==> src/common/serial_dac_map.svh <==
// constants for the dual converter serial load link
// assumes inclusion by the package and both ends by bare name
`ifndef SERIAL_DAC_MAP_SVH
`define SERIAL_DAC_MAP_SVH
`define WORD_BITS      14
`define CODE_BITS      12
`define ADDR_BITS      2
`define ADDR_HI_POS    13
`define ADDR_LO_POS    12
`define CODE_MSB_POS   11
`define CODE_RESET     12'h000
`define WORD_RESET     14'h0000
`define STEP_UV        1000
`define FULL_SCALE_MV  4095
`endif

==> src/common/serial_dac_pkg.sv <==
// types shared by both ends of the serial converter link
// assumes the map header sits beside it
`include "serial_dac_map.svh"
package serial_dac_pkg;
    typedef logic [`CODE_BITS-1:0] code_t;
    typedef logic [`WORD_BITS-1:0] word_t;
    typedef enum logic [1:0] {
        load_both_t,
        load_both2_t,
        load_a_t,
        load_b_t
    } addr_sel_t;
endpackage : serial_dac_pkg

==> src/common/serial_dac_if.sv <==
// wires between the host end and the converter end
// assumes one shared clock; all pins are one-way
interface serial_dac_if;
    logic serial_in_line;
    logic serial_clk;
    logic chip_sel_n;
    logic dac_latch_strobe_n;
    modport host
    (
        output serial_in_line,
        output serial_clk,
        output chip_sel_n,
        output dac_latch_strobe_n
    );
    modport device
    (
        input serial_in_line,
        input serial_clk,
        input chip_sel_n,
        input dac_latch_strobe_n
    );
endinterface : serial_dac_if

==> src/verilog/dac_serial_device.sv <==
// converter end: shift register and two double-buffered code registers
// assumes link pins synchronous to clock; serial clock sampled for edges
`include "serial_dac_map.svh"

module dac_serial_device
    import serial_dac_pkg::*;
(
    input  wire logic    clock,
    input  wire logic    rst_b,
    input  wire logic    clk_en,
    serial_dac_if.device link,
    output code_t        code_a,
    output code_t        code_b,
    output logic [15:0]  millivolt_a,
    output logic [15:0]  millivolt_b
);
    // ****************************************
    // serial capture
    // ****************************************
    word_t shift_reg;
    word_t shift_next;
    logic  sclk_reg;
    logic  cap_bit;
    assign cap_bit = link.serial_clk & ~sclk_reg & ~link.chip_sel_n;
    assign shift_next = cap_bit ? {shift_reg[`WORD_BITS-2:0], link.serial_in_line} : shift_reg;

    always_ff @(posedge clock or negedge rst_b)
    begin
        if (!rst_b)
        begin
            shift_reg <= `WORD_RESET;
            sclk_reg  <= 1'b0;
        end
        else if (clk_en)
        begin
            shift_reg <= shift_next;
            sclk_reg  <= link.serial_clk;
        end
    end

    // ****************************************
    // address decode and transparent load
    // ****************************************
    // the latch is modelled as follow-per-cycle, so code outputs update on the same clock as the shifter; millivolts follow one clock later
    logic  addr_hi;
    logic  addr_lo;
    logic  hit_a;
    logic  hit_b;
    logic  open_w;
    code_t word_code;
    assign addr_hi   = shift_next[`ADDR_HI_POS];
    assign addr_lo   = shift_next[`ADDR_LO_POS];
    assign hit_a     = ~addr_hi | ~addr_lo;
    assign hit_b     = ~addr_hi | addr_lo;
    assign open_w    = ~link.dac_latch_strobe_n;
    assign word_code = shift_next[`CODE_MSB_POS:0];

    code_t a_reg;
    code_t b_reg;
    always_ff @(posedge clock or negedge rst_b)
    begin
        if (!rst_b)
        begin
            a_reg <= `CODE_RESET;
            b_reg <= `CODE_RESET;
        end
        else if (clk_en && open_w)
        begin
            if (hit_a)
                a_reg <= word_code;
            if (hit_b)
                b_reg <= word_code;
        end
        // strobe high: held codes untouched while shifting
    end

    // ****************************************
    // ideal output in millivolts
    // ****************************************
    logic [15:0] mv_a_reg;
    logic [15:0] mv_b_reg;
    always_ff @(posedge clock or negedge rst_b)
    begin
        if (!rst_b)
        begin
            mv_a_reg <= 16'h0000;
            mv_b_reg <= 16'h0000;
        end
        else if (clk_en)
        begin
            mv_a_reg <= {4'h0, a_reg};
            mv_b_reg <= {4'h0, b_reg};
        end
    end
    assign code_a      = a_reg;
    assign code_b      = b_reg;
    assign millivolt_a = mv_a_reg;
    assign millivolt_b = mv_b_reg;
endmodule : dac_serial_device

==> src/flat_wrapper.sv <==
// flat-port wrapper written by rule: the top's interface ports become plain ports
module dac_serial_device_flat import serial_dac_pkg::*;
  (clock, rst_b, clk_en, code_a, code_b, millivolt_a, millivolt_b, link_serial_in_line, link_serial_clk, link_chip_sel_n, link_dac_latch_strobe_n);
  serial_dac_if link_i ();
  input  wire logic clock;
  input  wire logic rst_b;
  input  wire logic clk_en;
  output code_t code_a;
  output code_t code_b;
  output logic [15:0] millivolt_a;
  output logic [15:0] millivolt_b;
  input wire logic [$bits(link_i.serial_in_line)-1:0] link_serial_in_line;
  input wire logic [$bits(link_i.serial_clk)-1:0] link_serial_clk;
  input wire logic [$bits(link_i.chip_sel_n)-1:0] link_chip_sel_n;
  input wire logic [$bits(link_i.dac_latch_strobe_n)-1:0] link_dac_latch_strobe_n;
  assign link_i.serial_in_line = link_serial_in_line;
  assign link_i.serial_clk = link_serial_clk;
  assign link_i.chip_sel_n = link_chip_sel_n;
  assign link_i.dac_latch_strobe_n = link_dac_latch_strobe_n;
  dac_serial_device u_core (.clock(clock), .rst_b(rst_b), .clk_en(clk_en), .link(link_i), .code_a(code_a), .code_b(code_b), .millivolt_a(millivolt_a), .millivolt_b(millivolt_b));
endmodule
==> config.mk <==
export PLATFORM = sky130hd
export DESIGN_NAME = dac_serial_device_flat
export DESIGN_NICKNAME = d
export VERILOG_FILES = /design/src/common/serial_dac_pkg.sv /design/src/common/serial_dac_if.sv /design/src/verilog/dac_serial_device.sv /design/src/flat_wrapper.sv
export VERILOG_INCLUDE_DIRS = /design/src /design/src/common
export SDC_FILE = /design/constraint.sdc
export NUM_CORES = 1
export LEC_CHECK = 0
export ABC_AREA = 1
export BUFFER_PORTS_ARGS = -buffer_cell sky130_fd_sc_hd__buf_4
export CAP_MARGIN = 20
export CORE_MARGIN = 10
export CORE_UTILIZATION = 53
export CTS_CLUSTER_SIZE = 16
export DETAILED_ROUTE_END_ITERATION = 6
export MAX_ROUTING_LAYER = met4
export PLACE_DENSITY_LB_ADDON = 0.2
export SLEW_MARGIN = 10
export SYNTH_ARGS = -nofsm -noshare
export SYNTH_HDL_FRONTEND = slang
export SYNTH_SLANG_ARGS = --single-unit
export TNS_END_PERCENT = 20
==> constraint.sdc <==
create_clock -name clock -period 1.6 [get_ports clock]
set_input_delay 0.32 -clock clock [delete_from_list [all_inputs] [get_ports clock]]
set_output_delay 0.32 -clock clock [all_outputs]
set_load 0.05 [all_outputs]
==> impl.org, run 1 <==
** Global route
- Global routing used 15.4% of the available tracks across all layers.
- Remaining global-route overflow :: 0
- Antenna violations before repair :: 0
- Global-route wire length before repair :: 10.3 mm
- The via count of the first global-routing pass was 2,093.
- Pin count of the biggest net entering global routing :: 33

** Clock tree
- Sinks on Clock Net :: 63
- CTS tree :: done
- Number of CTS-inserted buffers :: 9
- Clock latency on the worst-skew pair, taken at its later pin, is 0.33 ns.
- Clock Root Buffer :: sky130_fd_sc_hd__clkbuf_8
- After clock tree synthesis, the clock-pin slew on the worst setup and hold paths is 0.07 ns.
- Number of buffers on the longest clock path :: 2
- Clock H-tree levels :: 3

** Routing
- In this run the remaining antenna-violating nets after routing total 0.
- Per-cell via count in the routed design :: ~5
- Detailed Route Iter0 Violations :: 199
- The first detailed-routing pass ran for 4 iterations.
- Remaining DRCs :: 0
- In the final routed layout, each cell accounts on average for 13.9 um.
- The routed layout has 2,176 vias.
- Wires add up to just over 6 mm.

** Hold path
- Hold Path Stages :: 3
- Hold WC Path Type :: in -> reg

** Finish
- Cells with a size suffix above 1 make up 22.0% of the layout.
- Area Overhead vs Synth :: 22.4%
- The number of antenna diodes in the final layout is 0.
- Number of flip-flops in the largest register :: 14
- Post-route non-filler standard cell count :: 444
- The finished cells cover 3310 sq um.
- Net count reported at finish :: 382
- For this run, the share of the core covered by cells in the final layout is 68.6%.

** Synth
- Fraction of synthesized cell area taken by the top area cell type :: around three fifths
- The share of the Yosys chip area taken by registers is 58.4%.
- The synthesized netlist occupies a cell area of 2700 sq um.
- Synthesis instantiated 19 different standard cells from the library.
- The largest total area in the synthesized netlist belongs to sky130_fd_sc_hd__dfrtp_1.
- Largest cells by area after synthesis :: sky130_fd_sc_hd__dfrtp_1, sky130_fd_sc_hd__nand2_1, sky130_fd_sc_hd__nand3_1
- In this run, synthesis produced a sequential element count of 63.
- Average cell area after synthesis :: about 8.5 sq um
- Synthesis produced ~320 cells.
- Number of warnings printed during yosys synthesis :: 0

** Power and ir drop
- Switching power :: between 0.002 and 0.003 W
- Areal power density over the cells :: 1760 nW/um^2
- VDD sags by at most 963 uV.
- Share of total power in sequential cells :: 38.7%
- Of the total power, the share spent switching nets is between 40% and 50%.
- Clock share of power :: 19.4%
- Cell internal power dissipation :: 0.00322 W
- Power share of the combinational group :: 41.9%
- In this run the static leakage power is 1.82 nW.

** Placed design
- Pre-CTS setup slack :: approximately 0.076 ns
- Routability-driven placement finished with a final weighted congestion of between 0.8 and 0.9.
- Summing all placed instances gives a cell area of 3140 sq um.
- After detailed placement, the design holds a cell count of 430.
- Post-detailed-placement half-perimeter wirelength :: between 4 and 5 mm
- Buffers placed on the I/O ports in this run total 54.

** Floorplan
- The region available for standard cell placement spans 4820 sq um.
- The die is 91.4 um wide.
- Count of pins on the block boundary :: 63
- Effective utilization at floorplan :: between 50% and 60%
- The floorplan step set the die height to 91.4 um.
- The die covers 8350 sq um.
- Number of placement rows :: 25

** STA
- In the post-route analysis, the smallest setup slack over all paths is roughly 0.12 ns.
- Setup repair after global routing left no endpoint under its margin.
- Setup total negative slack on the finished layout was measured at 0 ns.
- Setup violations remaining at the end of the flow were counted as 0.
- Final number of hold-violating endpoints :: 0
- The number of max-slew violations in the final report is 0.
- Share of the clock period used by the worst path after layout :: a little over 90%
- Layout Skew :: 0.00646 ns
- Final worst path period need :: 1.48 ns
- Maximum clock rate :: a little under 0.7 GHz

** Outcome
- The flow ran to the end, and the final reports show no timing, DRC or antenna violations.

** Setup path
- Worst path max stage delay :: 0.36 ns
- Critical Path Fanout Max :: 16
- STA classifies the critical path startpoint as a flop.
- Worst-path cell with the longest stage delay :: sky130_fd_sc_hd__dfrtp_1
- Critical path endpoint category :: flop
- Counting cells, the worst reg-to-reg path comes to 6.
- Critical path class :: reg -> reg
- CP arrival :: 1.75 ns
- Data required time of the critical path :: about 1.9 ns
- Traced cell by cell, the critical path runs through inv_1 -> nand3_4 -> buf_4 -> o21ai_0 -> nand3_1 -> nand2_1.

** Run
- Count of maximum capacitance violations :: 0
metrics by stage:
| stage | hold slack (ns) | total power, W |
|---|---|---|
| 2_1_floorplan | 0.0244 | 0.00396 |
| 3_3_place_gp | 0.284 | 0.00471 |
| 3_5_place_dp | 0.283 | 0.00475 |
| 4_1_cts | 0.256 | 0.00588 |
| 5_1_grt | 0.282 | 0.00614 |
| 6_report | 0.261 | 0.00583 |
per-layer routing:
layer | routed length [um] | GRT usage (%)
met1 | 2750 | 18.2
met2 | 2950 | 23.3
met3 | 402 | 5.84
met4 | 89 | 5.61
met5 | 0 | -
final cells by class:
type / count / area (sq um)
multi-input combinational: 221 / 943
sequential: 63 / 1580
clock inverter: 2 / 10.0
clock buffer: 11 / 141
inverter: 17 / 63.8
tap: 67 / 83.8
timing repair buffer: 63 / 488
fill: 432 / 1510
final timing paths:
check,startpoint,end,slack [ns]
worst max-delay path,u_core.sclk_reg$_DFFE_PN0P_,u_core.code_b[9]$_DFFE_PN0P_,0.12
worst max register to register,u_core.sclk_reg$_DFFE_PN0P_,u_core.code_b[9]$_DFFE_PN0P_,0.12
worst min-delay path,link_serial_clk,u_core.sclk_reg$_DFFE_PN0P_,0.26
min in group asynchronous,rst_b,u_core.millivolt_b[11]$_DFFE_PN0P_,0.47
max in group asynchronous,rst_b,u_core.millivolt_a[3]$_DFFE_PN0P_,0.61
worst min register to register,u_core.millivolt_a[4]$_DFFE_PN0P_,u_core.millivolt_a[4]$_DFFE_PN0P_,0.47
kinds of logic after synthesis:
group | count (synthesis) | synth area share [%]
compound gates | 27 | 5.05
other cells | 1 | 0.139
simple gates | 186 | 28.6
buf+inv | 41 | 7.87
flops | 63 | 58.4
Yosys cell counts:
| master | count |
|---|---|
| sky130_fd_sc_hd__nand2_1 | 150 |
| sky130_fd_sc_hd__dfrtp_1 | 63 |
| sky130_fd_sc_hd__nand3_1 | 24 |
| sky130_fd_sc_hd__o21ai_0 | 18 |
| sky130_fd_sc_hd__inv_1 | 16 |
| sky130_fd_sc_hd__buf_4 | 10 |
| sky130_fd_sc_hd__o21ai_1 | 8 |
| sky130_fd_sc_hd__nand2_2 | 6 |
| sky130_fd_sc_hd__buf_2 | 5 |
| sky130_fd_sc_hd__clkbuf_1 | 4 |
| sky130_fd_sc_hd__buf_1 | 3 |
| sky130_fd_sc_hd__nand4_1 | 3 |
| sky130_fd_sc_hd__buf_6 | 2 |
| sky130_fd_sc_hd__a31oi_1 | 1 |
| sky130_fd_sc_hd__conb_1 | 1 |
| sky130_fd_sc_hd__inv_2 | 1 |
| sky130_fd_sc_hd__nand3_4 | 1 |
| sky130_fd_sc_hd__nor2_1 | 1 |
| sky130_fd_sc_hd__nor2_4 | 1 |
timing repair:
action	in CTS	in global routing
gates resized for setup	0	1
buffers inserted	0	0
endpoints found under the hold margin	31	0
hold buffers	1	0
setup endpoints to repair	0	5
cell usage in the layout (no fill, tap or decap), types with 2 or more instances in the layout:
cell | netlist | layout
sky130_fd_sc_hd__nand3_1 | 24 | 24
sky130_fd_sc_hd__nand2_1 | 150 | 150
sky130_fd_sc_hd__clkinv_2 | 0 | 2
sky130_fd_sc_hd__buf_4 | 10 | 61
sky130_fd_sc_hd__o21ai_1 | 8 | 8
sky130_fd_sc_hd__nand4_1 | 3 | 3
sky130_fd_sc_hd__conb_1 | 1 | 8
sky130_fd_sc_hd__clkbuf_8 | 0 | 10
sky130_fd_sc_hd__inv_1 | 16 | 16
sky130_fd_sc_hd__dfrtp_1 | 63 | 63
sky130_fd_sc_hd__o21ai_0 | 18 | 18
sky130_fd_sc_hd__nand2_2 | 6 | 5
power by group through the flow:
stage               sequential, W  combinational, W  clock (W)
floorplan                 0.00337          0.000587          0
finish                    0.00226           0.00244    0.00113
CTS                       0.00226           0.00247    0.00114
detailed placement        0.00229           0.00246          0
global route              0.00231           0.00262    0.00120
global placement          0.00227           0.00244          0
critical path: cells and delay by family (launching register included):
family | cells | cell delay [ns]
AO/OA/AOI/OAI | 1 | 0.30
buffers and inverters | 2 | 0.40
flip-flops | 1 | 0.36
AND/OR/NAND/NOR | 3 | 0.37
(Power assumes the default switching activity.)
==> inputs of run 2 (changes only) <==
- clock period: 1.6 -> 1.4 ns (I/O delays scaled with it)
==> run 2 against run 1 <==
Worst setup slack got worse by 0.063 ns. Die area unchanged. Clock power is 34% higher. Sequential cell count is the same. Clock skew about the same. Critical path type unchanged. Critical endpoint is now u_core.code_b[8]$_DFFE_PN0P_. Largest power group unchanged.
==> impl.org, run 2 (synthesis gave the netlist of run 1 again) <==
** Outcome
- Result of the run :: completed

** Power and ir drop
- Standby leakage power :: 1.91 nW (+5.0%)
- The fraction of power spent switching nets was 43.4% (-1.5 points).
- The share of total power in combinational logic is 41.5% (-0.4 points).
- The largest voltage drop on the vdd net was 1370 uV (+43%).
- Switching power :: 0.00302 W (+16%)
- The part of the total power dissipated in sequential elements is 36.9% (-1.8 points).
- Cell internal power dissipation :: 0.00395 W (+23%)
- PnR Total Power :: 0.00697 W (+19%)
- Clock share of power :: 21.6% (+2.2 points)
- Areal power density over the cells :: 2010 nW/um^2 (+14%)

** Finish
- Post-route core utilization :: 72.0% (+3.3 points)
- From synthesis to final layout, the design area changed by 28.3%.
- Number of flip-flops in the largest register :: 14 (unchanged)
- The library cell used most frequently in the layout, excluding fill and tap cells, is sky130_fd_sc_hd__nand2_1.
- Most frequent cells in the layout :: sky130_fd_sc_hd__nand2_1, sky130_fd_sc_hd__buf_4, sky130_fd_sc_hd__dfrtp_1, sky130_fd_sc_hd__nand3_1, sky130_fd_sc_hd__o21ai_0
- Filler instances :: 401 (-7.2%)
- The fraction of final layout cells with drive strength greater than 1 was 25.5% (+3.5 points).
- The register area is 1580 sq um (unchanged).
- The area of the multi-input gates came to 976 sq um (+3.4%).
- The post-layout net count was 394 (+3.1%).
- The antenna cell count came to 0 (unchanged).

** Floorplan
- Width of the die :: 91.4 um (unchanged)
- The I/O pin count came to 63 (unchanged).
- Number of placement rows :: 25 (unchanged)
- The vertical die dimension came to 91.4 um (unchanged).
- The effective utilization at floorplan came to 56.1% (unchanged).
- Area of the core :: 4820 sq um (unchanged)
- Die footprint :: 8350 sq um (unchanged)

** Hold path
- The path class of the tightest hold or removal check is in -> reg.
- The worst hold path depth came to 3 (unchanged).

** Routing
- The average vias per placed instance came to 4.92 (+0.38%).
- The first-pass detailed-route iteration total was 4 (unchanged).
- The residual antenna-violating net count after detailed routing came to 0 (unchanged).
- Average wire per cell in the routed design :: 13.7 um (-2.1%)
- The total wire length was 6.27 mm (+1.2%).
- Detailed Route Iter0 Violations :: 213 (+7.0%)
- Routed via count :: 2,258 (+3.8%)
- The number of DRC violations after detailed routing was 0 (unchanged).

** Global route
- Global-route total usage across every layer :: 15.5% (+0.11 points)
- The first-pass GRT wire length is 10.5 mm (+1.8%).
- The via count of the first global-routing pass came to 2,241 (+7.1%).
- Antenna violations before repair :: 0 (unchanged)
- The maximum number of pins on one net before global-route repair is 53 (+61%).
- The total overflow reported by the global router is 0 (unchanged).

** Clock tree
- The largest buffer count on any clock path is 2 (unchanged).
- Sinks on Clock Net :: 63 (unchanged)
- TritonCTS built the clock tree.
- Number of CTS-inserted buffers :: 9 (unchanged)
- Clock H-tree levels :: 3 (unchanged)
- Clk Latency, worst-skew pair :: 0.33 ns (about the same)
- Clock Root Buffer :: sky130_fd_sc_hd__clkbuf_8
- The clock-pin transition on the worst setup and hold timing paths is 0.06 ns (about the same).

** STA
- Final worst path period need :: 1.34 ns (-0.137 ns)
- Final setup violation count :: 0 (unchanged)
- The final critical-path setup slack came to 0.0566 ns (-0.0634 ns).
- Layout Skew :: 0.00608 ns (-0.000373 ns)
- Total Neg Setup Slack :: 0 ns (unchanged)
- Share of the clock period used by the worst path after layout :: 96.0% (+3.5 points)
- The number of max-slew violations in the final report was 0 (unchanged).
- Setup repair after global routing could not meet its margin everywhere.
- The maximum achievable frequency is 0.744 GHz (+10%).
- Final number of hold-violating endpoints :: 0 (unchanged)
- Final-layout worst hold slack :: 0.245 ns (-0.0158 ns)

** Setup path
- The biggest cell delay along the critical path is 0.37 ns (about the same).
- The critical path data arrival time was 1.56 ns (-0.19 ns).
- Critical Path Fanout Max :: 12 (-4)
- The cell depth of the worst flop-to-flop path came to 8 (+2).
- Critical path endpoint category :: flop
- On the critical path, the stage with the largest delay is an instance of sky130_fd_sc_hd__dfrtp_1.
- Critical path launch point type :: flop
- The critical path is of the reg -> reg type.
- The signal on the critical path passes through inv_2 -> buf_6 -> nand4_1 -> nand2_2 -> nand2_4 -> buf_8 -> nand3_1 -> nand2_1.
- Data required time of the critical path :: 1.62 ns (-0.25 ns)

** Placed design
- The number of input and output port buffers inserted was 54 (unchanged).
- The half-perimeter wire length after detailed placement came to 4.38 mm (-0.85%).
- Pre-CTS setup slack :: -0.0643 ns (-0.140 ns)
- Final RePlAce weighted congestion :: 0.816 (-1.4%)

** Run
- The number of max-capacitance violations reported is 0 (unchanged).
## run 2: final timing paths
path	from	to	slack (ns)
worst min-delay path	link_serial_clk	u_core.sclk_reg$_DFFE_PN0P_	0.25
worst min register to register	u_core.millivolt_b[2]$_DFFE_PN0P_	u_core.millivolt_b[2]$_DFFE_PN0P_	0.47
min in group asynchronous	rst_b	u_core.millivolt_b[0]$_DFFE_PN0P_	0.43
max in group asynchronous	rst_b	u_core.code_b[4]$_DFFE_PN0P_	0.46
worst max register to register	u_core.sclk_reg$_DFFE_PN0P_	u_core.code_b[8]$_DFFE_PN0P_	0.06
worst max-delay path	u_core.sclk_reg$_DFFE_PN0P_	u_core.code_b[8]$_DFFE_PN0P_	0.06
## run 2: metrics by stage
| stage | std cells | instance area [sq um] |
|---|---|---|
| after floorplan | 325 | 2730 |
| after global placement | 439 | 3200 |
| after detailed placement | 439 | 3200 |
| after CTS | 456 | 3400 |
| after global routing | 459 | 3470 |
| final | 459 | 3470 |
## run 2: layout make-up
| cell class | count | area share, % |
|---|---|---|
| sequential | 63 | 45.5 |
| multi-input combinational | 222 | 28.1 |
| timing repair buffer | 74 | 16.6 |
| clock buffer | 12 | 4.19 |
| tap | 67 | 2.42 |
| inverter | 17 | 1.84 |
| clock inverter | 4 | 1.30 |
## run 2: worst max-delay path, delay by kind of cell, from the launching register on
family                 cells  cell delay, ns
and+or+nand+nor            5            0.47
buffers and inverters      3            0.38
DFF                        1            0.37
## run 2: metal layers
layer	global-route usage (%)	share of wire, %
met5	-	0
met4	7.96	2.3
met3	4.36	6.2
met2	25.2	50
met1	16.9	41
## run 2: power groups by stage
| stage | Clock [W] | Combinational (W) | Sequential (W) |
|---|---|---|---|
| global route | 0.00163 | 0.00309 | 0.00264 |
| floorplan | 0 | 0.000671 | 0.00385 |
| finish | 0.00151 | 0.00289 | 0.00257 |
| CTS | 0.00155 | 0.00287 | 0.00257 |
| global placement | 0 | 0.00281 | 0.00259 |
| detailed placement | 0 | 0.00285 | 0.00260 |
## run 2: timing repair
action                     in CTS  in global routing
cloned                          0                  1
buffers inserted                0                  2
setup endpoints to repair       4                 32
gates resized for setup         2                 11
hold endpoints to repair       31                  0
pin swaps                       0                  3
hold buffers                    1                  0
==> inputs of run 3 (changes only) <==
- CORE_UTILIZATION: 53 -> 48
- HOLD_SLACK_MARGIN: not set -> 0.06
- clock period: 1.4 -> 1.14 ns (I/O delays scaled with it)
==> run 3 against run 2 <==
Fmax grew 2.3%. Critical path depth unchanged. The flow now finishes with violations (negative setup slack). Sequential cell count is the same. Register-to-register slack lost 0.23 ns. Power grew 38%. Critical path type unchanged. Worst setup slack got worse by 0.23 ns.
==> impl.org, run 3 (synthesis gave the netlist of run 1 again) <==
** Floorplan
- Die footprint :: 9030 sq um (+8.1%)
- Vertical die dimension :: 95.0 um (+4.0%)
- Width of the die :: 95.0 um (+4.0%)
- The I/O pin count was 63 (unchanged).
- Effective utilization at floorplan :: 49.4% (-6.7 points)
- Area of the core :: 5470 sq um (+14%)
- Number of placement rows :: 27 (+8.0%)

** Finish
- The antenna cell count was 0 (unchanged).
- Number of flip-flops in the largest register :: 14 (unchanged)
- The fill cell total of the finished layout is 456 (+14%).
- The fraction of final layout cells with drive strength greater than 1 was 31.5% (+6.0 points).
- Most common cell after layout, fill and taps aside :: sky130_fd_sc_hd__nand2_1
- In the layout the commonest cells are sky130_fd_sc_hd__nand2_1, sky130_fd_sc_hd__dfrtp_1, sky130_fd_sc_hd__buf_6, sky130_fd_sc_hd__nand3_1, sky130_fd_sc_hd__buf_4.
- The area growth from synthesis to layout is 43.4%.
- The post-layout net count is 399 (+1.3%).

** Clock tree
- The root buffer cell chosen for the clock tree is sky130_fd_sc_hd__clkbuf_8.
- Number of CTS-inserted buffers :: 9 (unchanged)
- Sinks on Clock Net :: 63 (unchanged)
- Clock H-tree levels :: 3 (unchanged)
- TritonCTS built the clock tree.
- Post-CTS clock slew at the launch and capture registers of the worst setup and hold paths :: 0.07 ns (about the same)
- Number of buffers on the longest clock path :: 2 (unchanged)
- The clock latency of the later-clocked register in the worst-skew pair is 0.34 ns (about the same).

** Setup path
- The most critical setup path has its startpoint at u_core.sclk_reg$_DFFE_PN0P_.
- Data required time of the critical path :: 1.42 ns (-0.20 ns)
- The worst register-to-register path ends at u_core.code_b[8]$_DFFE_PN0P_.
- The critical path data arrival time was 1.59 ns (+0.03 ns).
- The register-to-register path setup slack was -0.17 ns (-0.23 ns).
- Critical path capture point :: u_core.code_b[8]$_DFFE_PN0P_
- The worst setup path is launched from a flop.
- Critical Path Fanout Max :: 6 (-6)
- FF-to-FF Start :: u_core.sclk_reg$_DFFE_PN0P_
- Critical path class :: reg -> reg
- Reg2Reg Depth :: 8 (unchanged)
- STA classifies the critical path endpoint as a flop.

** STA
- Final worst slack :: -0.174 ns (-0.230 ns)
- The final critical-path share of the clock period was 115% (+19 points).
- Total Neg Setup Slack :: -4.86 ns (-4.86 ns)
- The maximum achievable frequency came to 0.761 GHz (+2.3%).
- The number of max-slew violations in the final report was 0 (unchanged).
- Setup repair after global routing could not meet its margin everywhere.
- Final worst path period need :: 1.31 ns (-0.0297 ns)
- Final number of hold-violating endpoints :: 0 (unchanged)
- The total of endpoints with negative setup slack in the final report came to 50 (+50).
- The worst-case clock skew came to 0.00587 ns (-0.000214 ns).

** Routing
- The first-pass detailed-route iteration total is 4 (unchanged).
- Total length of routed wires :: 6.91 mm (+10%)
- The number of violations reported at the end of detailed-routing iteration 0 came to 130 (-39%).
- Routed via count :: 2,282 (+1.1%)
- Per-cell via count in the routed design :: 4.87 (-1.1%)
- The detail-routed net length per standard cell is 14.7 um (+8.0%).
- Remaining DRCs :: 0 (unchanged)
- Remaining number of nets flagged by the antenna check after routing :: 0 (unchanged)

** Outcome
- Violations in the final reports :: negative setup slack
- The run finished, with violations left.

** Placed design
- The number of input and output port buffers inserted is 54 (unchanged).
- The half-perimeter wire length after detailed placement is 4.63 mm (+5.7%).
- The weighted congestion reported at the end of routability-driven placement is 0.862 (+5.7%).

** Global route
- The initial antenna violation count is 0 (unchanged).
- Global-route wire length before repair :: 11.2 mm (+7.1%)
- Pin count of the biggest net entering global routing :: 43 (-19%)
- The via count of the first global-routing pass came to 2,267 (+1.2%).
- Global-route total usage across every layer :: 16.4% (+0.92 points)
- The total overflow reported by the global router was 0 (unchanged).

** Power and ir drop
- The power per cell area was 2490 nW/um^2 (+24%).
- PnR Total Power :: 0.00965 W (+38%)
- IR drop worst, VDD :: 1250 uV (-8.8%)
- Standby leakage power :: 2.04 nW (+6.8%)

** Hold path
- Hold WC Path Type :: in -> reg

** Run
- Count of maximum capacitance violations :: 0 (unchanged)
-- run 3: cell types whose count changed in the layout (fill, tap and decap cells not counted), sizes merged --
cell / before / now
clkbuf: 12 / 10
clkinv: 3 / 2
clkinvlp: 0 / 1
nand2: 156 / 157
buf: 73 / 77
bufinv: 1 / 3
-- run 3: worst max-delay path, stage by stage (launching register included) --
cell and delay (ns):
sky130_fd_sc_hd__dfrtp_1 0.38, sky130_fd_sc_hd__inv_2 0.10, sky130_fd_sc_hd__nand3_4 0.15, sky130_fd_sc_hd__nand2_4 0.10
sky130_fd_sc_hd__nand2_2 0.09, sky130_fd_sc_hd__nand2_4 0.14, sky130_fd_sc_hd__buf_6 0.14, sky130_fd_sc_hd__nand3_1 0.08
sky130_fd_sc_hd__nand2_1 0.08
-- run 3: what timing repair did --
item                                    in CTS  in global routing
endpoints found under the setup margin      85                 85
hold buffers                                 1                  0
pin swaps                                    4                  2
setup buffers                                2                  0
gates resized for setup                     69                 17
cloned                                       3                  0
hold endpoints to repair                    19                  0
-- run 3: worst min path at each step --
stage / from / end / slack [ns] / depth (start not counted)
after floorplan: rst_b / u_core.code_a[0]$_DFFE_PN0P_ / -0.07 / 0
after global placement: rst_b / u_core.millivolt_b[0]$_DFFE_PN0P_ / 0.15 / 1
after detailed placement: rst_b / u_core.millivolt_b[0]$_DFFE_PN0P_ / 0.15 / 1
after CTS: link_serial_clk / u_core.sclk_reg$_DFFE_PN0P_ / 0.17 / 3
after global routing: link_serial_clk / u_core.sclk_reg$_DFFE_PN0P_ / 0.20 / 3
final: link_serial_clk / u_core.sclk_reg$_DFFE_PN0P_ / 0.19 / 3
-- run 3: per-stage QoR --
step / setup slack [ns] / instances / hold slack [ns] / instance area, sq um / util (%)
CTS: -0.145 / 469 / 0.175 / 3820 / 69.8
global placement: -0.247 / 447 / 0.146 / 3270 / 59.8
global route: -0.250 / 469 / 0.200 / 3870 / 70.8
finish: -0.174 / 469 / 0.186 / 3870 / 70.8
floorplan: -0.0329 / 325 / -0.0676 / 2730 / -
detailed placement: -0.273 / 447 / 0.147 / 3270 / 59.8
-- run 3: cell type report --
cell class / instances / area, sq um / area share (%)
Sequential cell: 63 / 1580 / 40.7
Clock buffer: 10 / 138 / 3.55
Inverter: 17 / 63.8 / 1.65
Multi-Input combinational cell: 223 / 1070 / 27.5
Timing Repair Buffer: 78 / 833 / 21.5
Tap cell: 72 / 90.1 / 2.32
Clock inverter: 6 / 108 / 2.78
-- run 3: routing by layer --
layer,part of all wire (%),global-route usage (%),routed length (um)
met1,42,19.4,2900
met2,50,26.4,3450
met3,7.0,4.71,485
met4,1.1,5.49,77
met5,0,-,0
-- run 3: report_power, final --
group / total [W] / switching (W) / internal, W
Combinational: 0.00402 / 0.00265 / 0.00137
Sequential: 0.00326 / 0.000473 / 0.00279
Clock: 0.00237 / 0.000869 / 0.00150
